File: src/hw/sg_dma_pkg.sv
// Constants, field layout and command codes of the scatter-gather DMA engine
// Functional notes
// - Page-list addressing only while command bit 4 is set.
// - Writing the list start pointer also loads the list working pointer.
// - Start fetches an entry, joins it with offset, then advances the pointer.
// - At each 4K rollover fetch the next entry and advance the pointer.
// - Transfer runs until the byte counter is zero; address then stops.
// - In element mode an interrupt follows full transfer of the element count.
// - Done and PCI address error interrupt only when bit 6 is set.
// - In list mode each finished page interrupts when bit 5 is set.
// - First assertion of the power-down request raises an interrupt.
// - A SCSI core interrupt sets status bit 4 and asserts the shared line.
// - DMA interrupt flags clear when the status register is read.
// - SCSI interrupt stays pending until its three status registers are read.
// - SCSI core signals readiness once its FIFO holds one word.
// - SCSI core requests interrupts for its own bus and command events.
// - Command field encodes idle, flush, abort, start; idle raises nothing.
// - Direction bit 7 set moves SCSI data into memory, else memory to SCSI.
package sg_dma_pkg;
   localparam logic [7:0] OFS_CMD       = 8'h40;
   localparam logic [7:0] OFS_STC       = 8'h44;
   localparam logic [7:0] OFS_SPA       = 8'h48;
   localparam logic [7:0] OFS_WBC       = 8'h4C;
   localparam logic [7:0] OFS_WAC       = 8'h50;
   localparam logic [7:0] OFS_STATUS    = 8'h54;
   localparam logic [7:0] OFS_LIST_START_POINTER     = 8'h58;
   localparam logic [7:0] OFS_LIST_WORKING_POINTER      = 8'h5C;
   localparam logic [7:0] OFS_SCSI_STAT = 8'h10;
   localparam logic [7:0] OFS_SCSI_ISR  = 8'h14;
   localparam logic [7:0] OFS_SCSI_IST  = 8'h18;

   localparam int CMD_DIR_BIT  = 7;
   localparam int CMD_TIE_BIT  = 6;
   localparam int CMD_PIE_BIT  = 5;
   localparam int CMD_LIST_BIT = 4;
   localparam int CMD_W        = 8;
   localparam int CNT_W        = 24;
   localparam int DATA_W       = 16;
   localparam int PAGE_LSB     = 12;

   localparam int ST_ERR   = 0;
   localparam int ST_PAGE  = 1;
   localparam int ST_ABORT = 2;
   localparam int ST_DONE  = 3;
   localparam int ST_SCSI  = 4;
   localparam int ST_FLUSH = 5;
   localparam int ST_POWER_DOWN_REQUEST  = 6;
   localparam int ST_W     = 7;

   localparam logic [CMD_W-1:0] CMD_RST  = 8'h00;
   localparam logic [CNT_W-1:0] CNT_RST  = 24'h000000;
   localparam logic [31:0]      WORD_RST = 32'h00000000;
   localparam logic [31:0]      LIST_STEP = 32'h00000004;
   localparam logic [ST_W-1:0]  DMA_FLAG_MASK = 7'h6F;

   typedef enum logic [1:0] {
      CC_IDLE  = 2'h0,
      CC_FLUSH = 2'h1,
      CC_ABORT = 2'h2,
      CC_START = 2'h3
   } cmd_code_t;
endpackage : sg_dma_pkg

File: src/hw/sg_stream_if.sv
// Valid/ready word stream between the engine and its buffer
`timescale 1ns/100ps
interface sg_stream_if #(parameter int W = 16);
   logic         valid;
   logic         ready;
   logic [W-1:0] data;
   modport src (output valid, output data, input ready);
   modport snk (input valid, input data, output ready);
endinterface : sg_stream_if

File: src/hw/sg_buf2.sv
// Two-entry elastic buffer in the data path
`timescale 1ns/100ps
module sg_buf2 (
   input wire logic core_clk,
   input wire logic rst_n,
   sg_stream_if.snk wr,
   sg_stream_if.src rd
);
   logic [1:0]            cnt_q;
   logic [$bits(wr.data)-1:0] d0_q;
   logic [$bits(wr.data)-1:0] d1_q;
   wire push = wr.valid & wr.ready;
   wire pop  = rd.valid & rd.ready;

   assign wr.ready = (cnt_q != 2'h2);
   assign rd.valid = (cnt_q != 2'h0);
   assign rd.data  = d0_q;

   always_ff @(posedge core_clk) begin
      if (!rst_n) begin
         cnt_q <= 2'h0;
         d0_q  <= '0;
         d1_q  <= '0;
      end else begin
         cnt_q <= cnt_q + {1'b0, push} - {1'b0, pop};
         if (pop) begin
            d0_q <= (cnt_q == 2'h2) ? d1_q : wr.data;
         end else if (push && cnt_q == 2'h0) begin
            d0_q <= wr.data;
         end
         if (push && ((cnt_q == 2'h1 && !pop) || cnt_q == 2'h2)) begin
            d1_q <= wr.data;
         end
      end
   end
endmodule : sg_buf2

File: src/hw/sg_flags.sv
// Sticky event flags; a set in the clearing cycle survives
`timescale 1ns/100ps
module sg_flags #(parameter int W = 7) (
   input  wire logic         core_clk,
   input  wire logic         rst_n,
   input  wire logic [W-1:0] set,
   input  wire logic [W-1:0] clr,
   output logic      [W-1:0] q
);
   always_ff @(posedge core_clk) begin
      if (!rst_n) begin
         q <= '0;
      end else begin
         q <= (q & ~clr) | set;
      end
   end
endmodule : sg_flags

File: src/hw/sg_dma_engine.sv
// Scatter-gather DMA engine between host memory and the SCSI FIFO
`timescale 1ns/100ps
module sg_dma_engine import sg_dma_pkg::*; (
   input  wire logic              core_clk,
   input  wire logic              rst_n,
   input  wire logic              reg_wr,
   input  wire logic              reg_rd,
   input  wire logic [7:0]        reg_addr,
   input  wire logic [31:0]       reg_wdata,
   output logic      [31:0]       reg_rdata,
   output logic                   mem_req,
   output logic                   mem_we,
   output logic      [31:0]       mem_addr,
   output logic      [3:0]        mem_be,
   output logic      [31:0]       mem_wdata,
   input  wire logic              mem_ack,
   input  wire logic              mem_err,
   input  wire logic [31:0]       mem_rdata,
   input  wire logic              scsi_in_valid,
   output logic                   scsi_in_ready,
   input  wire logic [DATA_W-1:0] scsi_in_data,
   output logic                   scsi_out_valid,
   input  wire logic              scsi_out_ready,
   output logic      [DATA_W-1:0] scsi_out_data,
   input  wire logic              scsi_irq_req,
   input  wire logic              power_down_request,
   output logic                   pci_inta_n
);
   typedef enum logic [2:0] {
      S_IDLE, S_LIST, S_MOVE, S_MEM, S_FLUSH, S_DONE
   } state_t;

   state_t           state_q;
   state_t           state_d;
   logic [CMD_W-1:0] cmd_q;
   logic [CNT_W-1:0] stc_q;
   logic [CNT_W-1:0] wbc_q;
   logic [31:0]      spa_q;
   logic [31:0]      wac_q;
   logic [31:0]      list_start_pointer_q;
   logic [31:0]      list_working_pointer_q;
   logic [31:0]      rdata_q;
   logic             req_q;
   logic             we_q;
   logic [31:0]      addr_q;
   logic [3:0]       be_q;
   logic [31:0]      wdata_q;
   logic             flushing_q;
   logic             power_down_request_prev_q;
   logic             irq_q;
   logic [2:0]       seen_q;
   logic [ST_W-1:0]  flag_q;
   logic [ST_W-1:0]  flag_set;
   logic [ST_W-1:0]  flag_clr;

   sg_stream_if #(.W(DATA_W)) buf_wr ();
   sg_stream_if #(.W(DATA_W)) buf_rd ();

   sg_buf2 u_buf (
      .core_clk (core_clk),
      .rst_n    (rst_n),
      .wr       (buf_wr),
      .rd       (buf_rd)
   );

   sg_flags #(.W(ST_W)) u_flags (
      .core_clk (core_clk),
      .rst_n    (rst_n),
      .set      (flag_set),
      .clr      (flag_clr),
      .q        (flag_q)
   );

   // Register decode
   wire hit_cmd   = (reg_addr == OFS_CMD);
   wire wr_cmd    = reg_wr & hit_cmd;
   wire wr_stc    = reg_wr & (reg_addr == OFS_STC);
   wire wr_spa    = reg_wr & (reg_addr == OFS_SPA);
   wire wr_list_start_pointer  = reg_wr & (reg_addr == OFS_LIST_START_POINTER);
   wire rd_status = reg_rd & (reg_addr == OFS_STATUS);
   wire [2:0] rd_scsi = {reg_rd & (reg_addr == OFS_SCSI_IST),
                         reg_rd & (reg_addr == OFS_SCSI_ISR),
                         reg_rd & (reg_addr == OFS_SCSI_STAT)};

   wire [1:0] new_code = reg_wdata[1:0];
   wire idle_st   = (state_q == S_IDLE) | (state_q == S_DONE);
   wire start_req = wr_cmd & (new_code == CC_START) & idle_st;
   wire abort_req = wr_cmd & (new_code == CC_ABORT) & (state_q != S_IDLE);
   wire idle_req  = wr_cmd & (new_code == CC_IDLE);
   wire flush_req = wr_cmd & (new_code == CC_FLUSH) & idle_st & reg_wdata[CMD_DIR_BIT];

   wire dir_to_mem = cmd_q[CMD_DIR_BIT];
   wire list_en    = cmd_q[CMD_LIST_BIT];

   // Halfword moves on even addresses with more than one byte left; single bytes otherwise
   wire [1:0]  step     = (!wac_q[0] && wbc_q != 24'h000001) ? 2'h2 : 2'h1;
   wire [31:0] wac_inc  = wac_q + {30'h0, step};
   wire [CNT_W-1:0] wbc_dec = (wbc_q > {22'h0, step}) ? wbc_q - {22'h0, step} : CNT_RST;
   wire page_roll = list_en & (wac_inc[PAGE_LSB-1:0] == 12'h000) & (wbc_dec != CNT_RST);

   wire mem_busy  = (state_q == S_MEM) | (state_q == S_LIST);
   wire ack_ok    = mem_ack & ~mem_err;
   wire list_done = (state_q == S_LIST) & ack_ok;
   wire move_done = (state_q == S_MEM) & ack_ok;
   wire pop_wr    = move_done & we_q;
   wire push_rd   = move_done & ~we_q;
   wire launch    = ((state_d == S_MEM) | (state_d == S_LIST)) &
                    ((state_d != state_q) | mem_ack);

   wire [31:0]       rd_shift = mem_rdata >> {wac_q[1:0], 3'h0};
   wire [DATA_W-1:0] rd_lane  = rd_shift[DATA_W-1:0];
   wire [31:0]       wr_shift = {16'h0, buf_rd.data} << {wac_q[1:0], 3'h0};
   wire [3:0]        be_new   = ((step == 2'h2) ? 4'h3 : 4'h1) << wac_q[1:0];

   // Buffer steering by direction
   assign buf_wr.valid   = dir_to_mem ? scsi_in_valid : push_rd;
   assign buf_wr.data    = dir_to_mem ? scsi_in_data : rd_lane;
   assign scsi_in_ready  = dir_to_mem & buf_wr.ready;
   assign buf_rd.ready   = dir_to_mem ? pop_wr : scsi_out_ready;
   assign scsi_out_valid = ~dir_to_mem & buf_rd.valid;
   assign scsi_out_data  = buf_rd.data;

   // SCSI flag clears only once all three core registers were read
   wire scsi_all = ((seen_q | rd_scsi) == 3'h7);

   assign flag_set[ST_ERR]   = mem_busy & mem_ack & mem_err;
   assign flag_set[ST_PAGE]  = move_done & page_roll;
   assign flag_set[ST_ABORT] = abort_req;
   assign flag_set[ST_DONE]  = (state_q == S_MOVE) & (wbc_q == CNT_RST);
   assign flag_set[ST_SCSI]  = scsi_irq_req;
   assign flag_set[ST_FLUSH] = (state_q == S_FLUSH) & ~buf_rd.valid;
   assign flag_set[ST_POWER_DOWN_REQUEST]  = power_down_request & ~power_down_request_prev_q;
   assign flag_clr = rd_status ? DMA_FLAG_MASK : {{(ST_W-ST_SCSI-1){1'b0}},
                     scsi_all & flag_q[ST_SCSI], {ST_SCSI{1'b0}}};

   wire irq_d = (cmd_q[CMD_TIE_BIT] & (flag_q[ST_ERR] | flag_q[ST_DONE])) |
                (cmd_q[CMD_PIE_BIT] & flag_q[ST_PAGE]) |
                flag_q[ST_POWER_DOWN_REQUEST] | flag_q[ST_SCSI];

   wire [31:0] rd_mux =
      hit_cmd                    ? {24'h0, cmd_q} :
      (reg_addr == OFS_STC)      ? {8'h0, stc_q} :
      (reg_addr == OFS_SPA)      ? spa_q :
      (reg_addr == OFS_WBC)      ? {8'h0, wbc_q} :
      (reg_addr == OFS_WAC)      ? wac_q :
      (reg_addr == OFS_STATUS)   ? {25'h0, flag_q} :
      (reg_addr == OFS_LIST_START_POINTER)    ? list_start_pointer_q :
      (reg_addr == OFS_LIST_WORKING_POINTER)     ? list_working_pointer_q : WORD_RST;

   always_comb begin
      state_d = state_q;
      unique case (state_q)
         S_IDLE, S_DONE: begin
            if (start_req) begin
               state_d = reg_wdata[CMD_LIST_BIT] ? S_LIST : S_MOVE;
            end else if (flush_req) begin
               state_d = S_FLUSH;
            end
         end
         S_LIST: begin
            if (mem_ack) begin
               state_d = mem_err ? S_DONE : S_MOVE;
            end
         end
         S_MOVE: begin
            if (wbc_q == CNT_RST) begin
               state_d = S_DONE;
            end else if (dir_to_mem ? buf_rd.valid : buf_wr.ready) begin
               state_d = S_MEM;
            end
         end
         S_MEM: begin
            if (mem_ack) begin
               if (mem_err) begin
                  state_d = S_DONE;
               end else if (flushing_q) begin
                  state_d = S_FLUSH;
               end else if (page_roll) begin
                  state_d = S_LIST;
               end else begin
                  state_d = S_MOVE;
               end
            end
         end
         S_FLUSH: begin
            state_d = buf_rd.valid ? S_MEM : S_DONE;
         end
      endcase
      if (abort_req || idle_req) begin
         state_d = S_IDLE;
      end
   end

   always_ff @(posedge core_clk) begin
      if (!rst_n) begin
         state_q     <= S_IDLE;
         cmd_q       <= CMD_RST;
         stc_q       <= CNT_RST;
         spa_q       <= WORD_RST;
         list_start_pointer_q     <= WORD_RST;
         rdata_q     <= WORD_RST;
         power_down_request_prev_q <= 1'b0;
         irq_q       <= 1'b0;
         flushing_q  <= 1'b0;
         seen_q      <= 3'h0;
      end else begin
         state_q     <= state_d;
         power_down_request_prev_q <= power_down_request;
         irq_q       <= irq_d;
         if (reg_rd) rdata_q <= rd_mux;
         if (wr_cmd) cmd_q <= reg_wdata[CMD_W-1:0];
         if (wr_stc) stc_q <= reg_wdata[CNT_W-1:0];
         if (wr_spa) spa_q <= reg_wdata;
         if (wr_list_start_pointer) list_start_pointer_q <= reg_wdata;
         if (flush_req) flushing_q <= 1'b1;
         else if (state_d == S_IDLE || state_d == S_DONE) flushing_q <= 1'b0;
         seen_q <= (flag_set[ST_SCSI] || flag_clr[ST_SCSI]) ? 3'h0 : seen_q | rd_scsi;
      end
   end

   // Working counters and list pointer
   always_ff @(posedge core_clk) begin
      if (!rst_n) begin
         wac_q  <= WORD_RST;
         wbc_q  <= CNT_RST;
         list_working_pointer_q <= WORD_RST;
      end else begin
         if (start_req) begin
            wac_q <= spa_q;
            wbc_q <= stc_q;
         end else if (list_done) begin
            wac_q <= {mem_rdata[31:PAGE_LSB], wac_q[PAGE_LSB-1:0]};
         end else if (move_done) begin
            wac_q <= wac_inc;
            wbc_q <= wbc_dec;
         end
         if (wr_list_start_pointer) begin
            list_working_pointer_q <= reg_wdata;
         end else if (list_done) begin
            list_working_pointer_q <= list_working_pointer_q + LIST_STEP;
         end
      end
   end

   // Memory request registers; request held until acknowledged or dropped by an abort or idle command
   always_ff @(posedge core_clk) begin
      if (!rst_n) begin
         req_q   <= 1'b0;
         we_q    <= 1'b0;
         addr_q  <= WORD_RST;
         be_q    <= 4'h0;
         wdata_q <= WORD_RST;
      end else begin
         req_q <= (state_d == S_MEM) | (state_d == S_LIST);
         if (launch) begin
            we_q    <= (state_d == S_MEM) & dir_to_mem;
            addr_q  <= (state_d == S_LIST) ? list_working_pointer_q : wac_q;
            be_q    <= (state_d == S_LIST) ? 4'hF : be_new;
            wdata_q <= wr_shift;
         end
      end
   end

   assign reg_rdata  = rdata_q;
   assign mem_req    = req_q;
   assign mem_we     = we_q;
   assign mem_addr   = addr_q;
   assign mem_be     = be_q;
   assign mem_wdata  = wdata_q;
   assign pci_inta_n = ~irq_q;
endmodule : sg_dma_engine

File: config.mk
export PLATFORM = sky130hd
export DESIGN_NAME = sg_dma_engine
export DESIGN_NICKNAME = d
export VERILOG_FILES = /design/src/hw/sg_dma_pkg.sv /design/src/hw/sg_stream_if.sv /design/src/hw/sg_buf2.sv /design/src/hw/sg_flags.sv /design/src/hw/sg_dma_engine.sv
export SDC_FILE = /design/constraint.sdc
export NUM_CORES = 1
export LEC_CHECK = 0
export ABC_AREA = 1
export BUFFER_PORTS_ARGS = -buffer_cell sky130_fd_sc_hd__buf_4
export CAP_MARGIN = 20
export CORE_MARGIN = 5
export CORE_UTILIZATION = 45
export CTS_CLUSTER_SIZE = 12
export DETAILED_ROUTE_END_ITERATION = 12
export GPL_TIMING_DRIVEN = 0
export PLACE_DENSITY_LB_ADDON = 0.1
export SYNTH_ARGS = -nofsm -noshare
export SYNTH_HDL_FRONTEND = slang
export SYNTH_SLANG_ARGS = --single-unit
File: constraint.sdc
create_clock -name core_clk -period 3.55 [get_ports core_clk]
set_input_delay 1.065 -clock core_clk [delete_from_list [all_inputs] [get_ports core_clk]]
set_output_delay 1.065 -clock core_clk [all_outputs]
set_load 0.02 [all_outputs]
### Word-level counts from Yosys, hierarchy flattened

Index checks and enable logic that the tools add are counted.

| cells by class | value |
|---|---|
| muxes and demuxes | 45 |
| reductions and logical operators | 27 |
| equality and inequality tests | 30 |
| shift operators | 3 |
| divide/modulo/power cells | 0 |
| order comparisons | 1 |
| multipliers | 0 |
| add/subtract/negate cells | 5 |
| bitwise operators | 57 |

Operator list:

| kind | number |
|---|---|
| $mux 32 | 14 |
| $mux 24 | 4 |
| $eq 8x7->1 const B | 8 |
| $mux 16 | 4 |
| $and 1x1->1 | 38 |
| $mux 3 | 11 |
| $add 32x2->32 | 1 |
| $add 32x3->32 const B | 1 |
| $shl 16x5->32 | 1 |
| $shr 32x5->16 | 1 |
| $eq 8x5->1 const B | 3 |
| $gt 24x2->1 | 1 |
| $logic_not 24->1 | 1 |
| $ne 24x1->1 const B | 1 |
| $reduce_bool 24->1 | 1 |
| $sub 24x2->24 | 1 |
| $pmux 3 s5 | 1 |
| $eq 3x3->1 const B | 4 |
| $logic_not 12->1 | 1 |
| $reduce_bool 2->1 | 5 |
| $eq 3x2->1 const B | 3 |
| $eq 2x2->1 const B | 4 |
| $mux 2 | 4 |
| $or 1x1->1 | 8 |
| other kinds (23) | 47 |

| word-level totals | value |
|---|---|
| word-level logic and storage cells | 191 |
| memory bits (writable) | 0 |
| flip-flop bits (word level) | 336 |
| output and inout port bits | 121 |
| memories | 0 |
| memory bits (read-only) | 0 |
| input port bits | 98 |
| bits in latches | 0 |

### Depth between registers and ports, before layout

| depth | value |
|---|---|
| word-level depth | 17 |
| mapped depth | 30 |
| depth with buffers taken out | 30 |

### Cells and area by module

A second synthesis with hierarchy kept.

| second synthesis, totals | value |
|---|---|
| cells, all modules | 2892 |
| area, all modules | 18791.8 µm² |

Modules (own cells, without submodules):

| module | cells each | times used | area each (µm²) |
|---|---|---|---|
| sg_dma_engine | 2607 | 1 | 16689.8 |
| sg_buf2 | 249 | 1 | 1818.0 |
| sg_flags | 36 | 1 | 284.0 |

### Least setup slack after synthesis

No wires, ideal clock.

| timing path | value |
|---|---|
| kind | reg-to-reg |
| start | register wbc_q[8] |
| end | register be_q[2], in the netlist mem_be[2] |
| stages on the path, launching flop included | 28 |
| setup time | 0.118 ns |
| slack | 0.101 ns |
| data arrival time | 3.331 ns |
| buffers on the path | 2 |
| path through | dfxtp_1 nor2_1 nand2_1 nor2_2 nand2_1 nor2_1 inv_1 nand2_1 inv_1 ha_1 nand2_1 nand2_1 nand3_1 nor2_1 xnor2_1 nand2_1 nor2_1 nand2_1 nor2_1 nand3_1 nand2_1 nand2_1 nand2_2 nand4_4 buf_6 buf_4 nor3_1 nor2_1 |

| between the ends | value |
|---|---|
| word-level cells in the longest chain between the ends | 16 |
| elaborated cells between the ends (all ways) | 29 |
| those cells by class | add/sub (2); order compare (1); eq/ne (5); shift (1); mux (11); bitwise (5); reduce/logical (4) |

Ends and longest elaborated chain:

| what | line | RTL |
|---|---|---|
| from (decl) | sg_dma_engine.sv:37 | `logic [CNT_W-1:0] wbc_q;` |
| from (signal assigned) | sg_dma_engine.sv:230 | `wbc_q <= stc_q;` |
| from (signal assigned) | sg_dma_engine.sv:235 | `wbc_q <= wbc_dec;` |
| $ne 24x1->1 | sg_dma_engine.sv:96 | `wire [1:0] step = (!wac_q[0] && wbc_q != 24'h000001) ? 2'h2 : 2'h1;` |
| $logic_and 1x1->1 | sg_dma_engine.sv:96 |  |
| $mux 2 | sg_dma_engine.sv:96 |  |
| $add 32x2->32, or another cell as far along | sg_dma_engine.sv:97 | `wire [31:0] wac_inc = wac_q + {30'h0, step};` |
| $logic_not 12->1 / $mux 24 (equally long branches) | sg_dma_engine.sv:99, sg_dma_engine.sv:98 |  |
| $and 1x1->1 / $reduce_bool 24->1 (equally long branches) | sg_dma_engine.sv:99 | `wire page_roll = list_en & (wac_inc[PAGE_LSB-1:0] == 12'h000) & (wbc_dec != CNT_RST);` |
| $and 1x1->1 | sg_dma_engine.sv:99 |  |
| $mux 2 | sg_dma_engine.sv:178 | `end else if (page_roll) begin` |
| $mux 3 | sg_dma_engine.sv:176 | `end else if (flushing_q) begin` |
| $mux 3 | sg_dma_engine.sv:174 | `if (mem_err) begin` |
| $mux 3 | sg_dma_engine.sv:173 | `if (mem_ack) begin` |
| $pmux 3 s5 | sg_dma_engine.sv:152 | `unique case (state_q)` |
| $mux 3 | sg_dma_engine.sv:189 | `if (abort_req \|\| idle_req) begin` |
| $eq 3x2->1, or another cell as far along | sg_dma_engine.sv:107 | `wire launch = ((state_d == S_MEM) \| (state_d == S_LIST)) &` |
| $or 1x1->1, on equally long branches | sg_dma_engine.sv:107, sg_dma_engine.sv:108 |  |
| $and 1x1->1 | sg_dma_engine.sv:107 |  |
| to (signal assigned) | sg_dma_engine.sv:258 | `be_q <= (state_d == S_LIST) ? 4'hF : be_new;` |
| to (decl) | sg_dma_engine.sv:46 | `logic [3:0] be_q;` |

Parallel ways exist; a longest one is shown, timed or not.
A chain may end at the register's enable or synchronous reset.

### Final worst setup path

| timing path | value |
|---|---|
| start | register wbc_q[11] |
| end | register addr_q[8], in the netlist mem_addr[8] |

| between the ends | value |
|---|---|
| word-level cells in the longest chain between the ends | 16 |
| elaborated cells between the ends (all ways) | 26 |
| those cells by class | add/sub (2); order compare (1); eq/ne (4); mux (10); bitwise (5); reduce/logical (4) |

Ends and longest elaborated chain:

| what | line | RTL |
|---|---|---|
| $ne 24x1->1 | sg_dma_engine.sv:96 |  |
| $logic_and 1x1->1 | sg_dma_engine.sv:96 |  |
| $mux 2 | sg_dma_engine.sv:96 |  |
| $add 32x2->32, or another cell as far along | sg_dma_engine.sv:97 |  |
| $logic_not 12->1 / $mux 24 (equally long branches) | sg_dma_engine.sv:99, sg_dma_engine.sv:98 |  |
| $and 1x1->1 / $reduce_bool 24->1 (equally long branches) | sg_dma_engine.sv:99 |  |
| $and 1x1->1 | sg_dma_engine.sv:99 |  |
| $mux 2 | sg_dma_engine.sv:178 |  |
| $mux 3 | sg_dma_engine.sv:176 |  |
| $mux 3 | sg_dma_engine.sv:174 |  |
| $mux 3 | sg_dma_engine.sv:173 |  |
| $pmux 3 s5 * | sg_dma_engine.sv:152 |  |
| $mux 3 * | sg_dma_engine.sv:189 |  |
| $eq 3x2->1, or another cell as far along | sg_dma_engine.sv:107 |  |
| $or 1x1->1, on equally long branches | sg_dma_engine.sv:107, sg_dma_engine.sv:108 |  |
| $and 1x1->1 | sg_dma_engine.sv:107 |  |
| to (signal assigned) | sg_dma_engine.sv:257 | `addr_q <= (state_d == S_LIST) ? list_working_pointer_q : wac_q;` |
| to (decl) | sg_dma_engine.sv:45 | `logic [31:0] addr_q;` |

Every way passes the cells marked *; elsewhere a longest branch is shown, timed or not.

==> results.rst <==
.. list-table::
   :header-rows: 1

   * - Metric
     - Value
   * - Run status
     - complete, but fails checks
   * - Failing checks
     - negative setup slack
   * - Required time of the worst setup path
     - 4010 ps
   * - Synthesis Warnings
     - 0
   * - Cells on worst reg2reg path
     - 30
   * - Area fraction in compound gates after synthesis
     - 0.245
   * - CP startpoint kind
     - flip-flop
   * - Critical path buffer and inverter count
     - 5
   * - Clock sink count
     - 336
   * - Unrepaired setup endpoints after global routing
     - true
   * - Leading post-synthesis cells by instance count
     - sky130_fd_sc_hd__nand2_1, sky130_fd_sc_hd__dfxtp_1, sky130_fd_sc_hd__a21oi_1
   * - Slowest cell on the critical path
     - sky130_fd_sc_hd__dfxtp_4
   * - Count of buffers inserted at the top-level ports
     - 214
   * - LEAKAGE
     - 9.47 nW
   * - Vias
     - 20700
   * - Final nets
     - 3039
   * - Vias/cell
     - 5.97
   * - Number of levels in the clock H-tree
     - 2
   * - Parity-gate share of the synthesized area counting xor and xnor cells
     - 0.0309
   * - Part of the power in the clock network
     - 0.252
   * - Unique cell type count in the Yosys netlist
     - 49
   * - Total Die Area
     - 42500 sq um
   * - Number of fill cells in the layout
     - 3553
   * - Share of synthesized cell area in and, or, nand and nor gates
     - 0.226
   * - Measured slew at the worst slew-check pin
     - 1010 ps
   * - Drc violations
     - 0
   * - Tcrit/Tclk final
     - 1.10
   * - First-pass GRT wire length
     - 120 mm
   * - Worst reg2reg path startpoint
     - wbc_q[11]
   * - Switching share of power
     - 0.402
   * - Maximum number of pins on one net before global-route repair
     - 17
   * - Number of nets produced by synthesis
     - 2680
   * - TritonCTS buffer count
     - 39
   * - Final design area excluding fillers
     - 23200 sq um
   * - Yosys top cell by area
     - sky130_fd_sc_hd__dfxtp_1
   * - Worst Setup Path Type
     - reg -> reg
   * - Antenna Nets Post-Route
     - 0
   * - Worst path arrival time
     - 4340 ps
   * - Post-detailed-routing wire length
     - 84.5 mm
   * - Initial DRC Count
     - 2525
   * - Worst hold-check path type
     - reg -> reg
   * - Hold depth
     - 1
   * - Antenna violations before repair
     - 1
   * - Number of hold violations in the final report
     - 0
   * - Sort of element at the end of the critical path
     - flip-flop
   * - Weighted congestion at the end of routability-driven global placement
     - 1.00
   * - Dominant cell by count in the synthesized netlist
     - sky130_fd_sc_hd__nand2_1
   * - Total power divided by cell area
     - 712 nW/um^2
   * - End-of-flow core utilization
     - 0.613
   * - Minimum clock period
     - 3890 ps
   * - Portion of the post-synthesis area used by sequential elements
     - 0.389
   * - Leading cell types by total area after synthesis
     - sky130_fd_sc_hd__dfxtp_1, sky130_fd_sc_hd__nand2_1, sky130_fd_sc_hd__a21oi_1
   * - Worst clock skew on the final layout
     - 18.0 ps
   * - Horizontal extent of the die
     - 206 um
   * - Part of the total power dissipated in sequential elements
     - 0.264
   * - Comb power frac
     - 0.484
   * - Endpoint of the worst hold path
     - u_flags.q[6]
   * - Worst r2r dst
     - mem_addr[8]
   * - Combinational family with the most area after synthesis
     - compound AO/OA/AOI/OAI gates
   * - Cell area after synthesis
     - 17300 sq um
   * - Async SR Flop Fraction
     - 0
   * - Std-Cell Rows
     - 71
   * - Max Cap Viol
     - 0
   * - Internal power
     - 9.88 mW
   * - Area Growth Syn to Fin
     - 34.1%
   * - Net load switching power
     - 6.65 mW
   * - Average instance area after synthesis
     - 6.72 sq um
   * - CTS tree
     - built
   * - Average detailed-routed wire length per instance
     - 24.3 um
   * - Largest incremental delay on the critical path
     - 370 ps
   * - Post-synthesis cell count
     - 2575
   * - Normalized max-slew margin
     - 0.326
   * - Maximum operating frequency
     - 257 MHz
   * - Crit path setup slack, layout
     - -338 ps
   * - Worst IR drop on VDD
     - 0.000703 V
   * - Placed wire-length estimate after detailed placement
     - 62.5 mm
   * - #FFs+latches synth
     - 336
   * - Critical Path Fanout Max
     - 7
   * - Overall track demand over capacity in global routing
     - 0.379
   * - Mux cell area share after synthesis
     - 0
   * - Area fraction of the dominant cell type after synthesis
     - 0.389
   * - Post-synthesis adder-cell area fraction
     - 0.00550
   * - Hold slack final
     - 442 ps
   * - GRT overflow
     - 0
   * - Number of top-level design ports
     - 219
   * - Bufs on Longest Clock Path
     - 3
   * - Pre-Repair DR Iteration Count
     - 8
   * - Crit-path most repeated cell
     - sky130_fd_sc_hd__nand2_2
   * - Cell area after placement
     - 19500 sq um
   * - Gate family responsible for the most delay along the worst path
     - simple AND/OR/NAND/NOR gates
   * - Total core area
     - 37800 sq um
   * - Clock transition at the registers of the reported paths
     - 60 ps
   * - Count of final setup violators
     - 76
   * - Count of flip-flops with a built-in enable after synthesis
     - 0
   * - Max-slew violation count
     - 0
   * - Skew-Pair Late Insertion Delay
     - 580 ps
   * - Source of the worst hold timing path
     - power_down_request_prev_q
   * - Layout cell share with drive strength beyond 1
     - 0.229
   * - CTS Root Buffer Type
     - sky130_fd_sc_hd__clkbuf_16
   * - Vias in the first global route
     - 19000
   * - Initial Utilization
     - 0.457
   * - Most used flip-flop cell after synthesis
     - sky130_fd_sc_hd__dfxtp_1
   * - R2R Setup Slk
     - -340 ps
   * - Die outline height
     - 206 um
how the worst max path moves through the flow:
stage          startpoint      endpoint  slack (ps)  cells after the start
4_1_cts         wbc_q[22]  mem_wdata[4]        -160                     29
3_5_place_dp    wbc_q[20]  mem_addr[18]       -1810                     27
6_report        wbc_q[11]   mem_addr[8]        -340                     30
5_1_grt         wbc_q[10]   mem_addr[8]        -450                     30
2_1_floorplan    wbc_q[8]     mem_be[2]         100                     27
3_3_place_gp    wbc_q[20]  mem_addr[18]       -1850                     27
timing repair:
action | in CTS | in global routing
cloned | 12 | 3
resized for setup | 281 | 136
endpoints found under the setup margin | 136 | 132
pin swaps | 70 | 48
setup buffers | 78 | 13
hold buffers | 0 | 0
flip-flops by register name, summed over array words and instances, names as in the netlist, 2 cells and up:
register                flops
spa_q                      32
list_working_pointer_q     32
state_q                     3
list_start_pointer_q       32
u_buf.d1_q                 16
u_flags.q                   7
wbc_q                      24
cmd_q                       8
seen_q                      3
mem_be                      4
wac_q                      32
u_buf.cnt_q                 2
mem_wdata                  32
mem_addr                   32
stc_q                      24
u_buf.rd.data              16
reg_rdata                  32
per-layer routing:
layer	track usage	part of all wire	up-vias
met5	0	0.00015	-
met1	0.518	0.40	9825
met2	0.584	0.44	1344
met3	0.0731	0.11	235
met4	0.165	0.052	2
li1	-	-	9303
through the flow:
step | std cells | setup WS, ps | power [mW] | TNS [ps]
after floorplan | 2575 | 101 | 7.14 | 0
after global placement | 3300 | -1850 | 8.72 | -183350
after detailed placement | 3300 | -1810 | 8.77 | -188170
after CTS | 3453 | -156 | 15.2 | -6410
after global routing | 3469 | -454 | 17.1 | -27070
final | 3470 | -338 | 16.5 | -17660
cells by family (layout without fill, tap and decap cells):
kind of cell / Yosys count / after routing
and+or+nand+nor: 948 / 950
other: 0 / 1
xor gates and xnor gates: 61 / 61
AOI/OAI and AO/OA: 758 / 758
buffers and inverters: 465 / 846
adders and majority gates: 7 / 7
DFF: 336 / 336
power by group through the flow:
stage          Sequential (mW)  Clock (mW)  Combinational [mW]
2_1_floorplan             4.52           0                2.62
3_3_place_gp              4.41           0                4.31
3_5_place_dp              4.41           0                4.36
4_1_cts                   4.34        4.15                6.68
5_1_grt                   4.37        4.30                8.40
6_report                  4.36        4.16                8.00
layout by cell type, fill, tap and decap left out, types with 19 or more instances in the layout:
master / netlist / layout
sky130_fd_sc_hd__nand2_4: 1 / 28
sky130_fd_sc_hd__nand3_1: 120 / 98
sky130_fd_sc_hd__o221ai_1: 44 / 44
sky130_fd_sc_hd__clkbuf_1: 117 / 113
sky130_fd_sc_hd__o21ai_0: 257 / 251
sky130_fd_sc_hd__dfxtp_1: 336 / 316
sky130_fd_sc_hd__nor3_1: 24 / 23
sky130_fd_sc_hd__nor2_1: 205 / 175
sky130_fd_sc_hd__xor2_1: 58 / 55
sky130_fd_sc_hd__a21oi_1: 333 / 268
sky130_fd_sc_hd__inv_1: 296 / 291
sky130_fd_sc_hd__nor2_4: 3 / 26
sky130_fd_sc_hd__clkbuf_16: 0 / 44
sky130_fd_sc_hd__o22ai_1: 35 / 35
sky130_fd_sc_hd__nand2_1: 553 / 483
sky130_fd_sc_hd__buf_4: 4 / 295
sky130_fd_sc_hd__nand2_2: 5 / 48
sky130_fd_sc_hd__a221oi_1: 19 / 19
sky130_fd_sc_hd__a21oi_2: 1 / 56
cell type report:
cell class | instances | area (sq um) | share of cell area
Multi-Input combinational cell | 1776 | 9900 | 0.427
Sequential cell | 336 | 6770 | 0.292
Timing Repair Buffer | 318 | 2650 | 0.114
Inverter | 315 | 1210 | 0.0520
Clock buffer | 53 | 1120 | 0.0483
Buffer | 148 | 778 | 0.0336
Tap cell | 511 | 639 | 0.0276
Clock inverter | 12 | 135 | 0.00583
Antenna cell | 1 | 2.50 | 0.000108
Power figures use the tool's default switching activity.
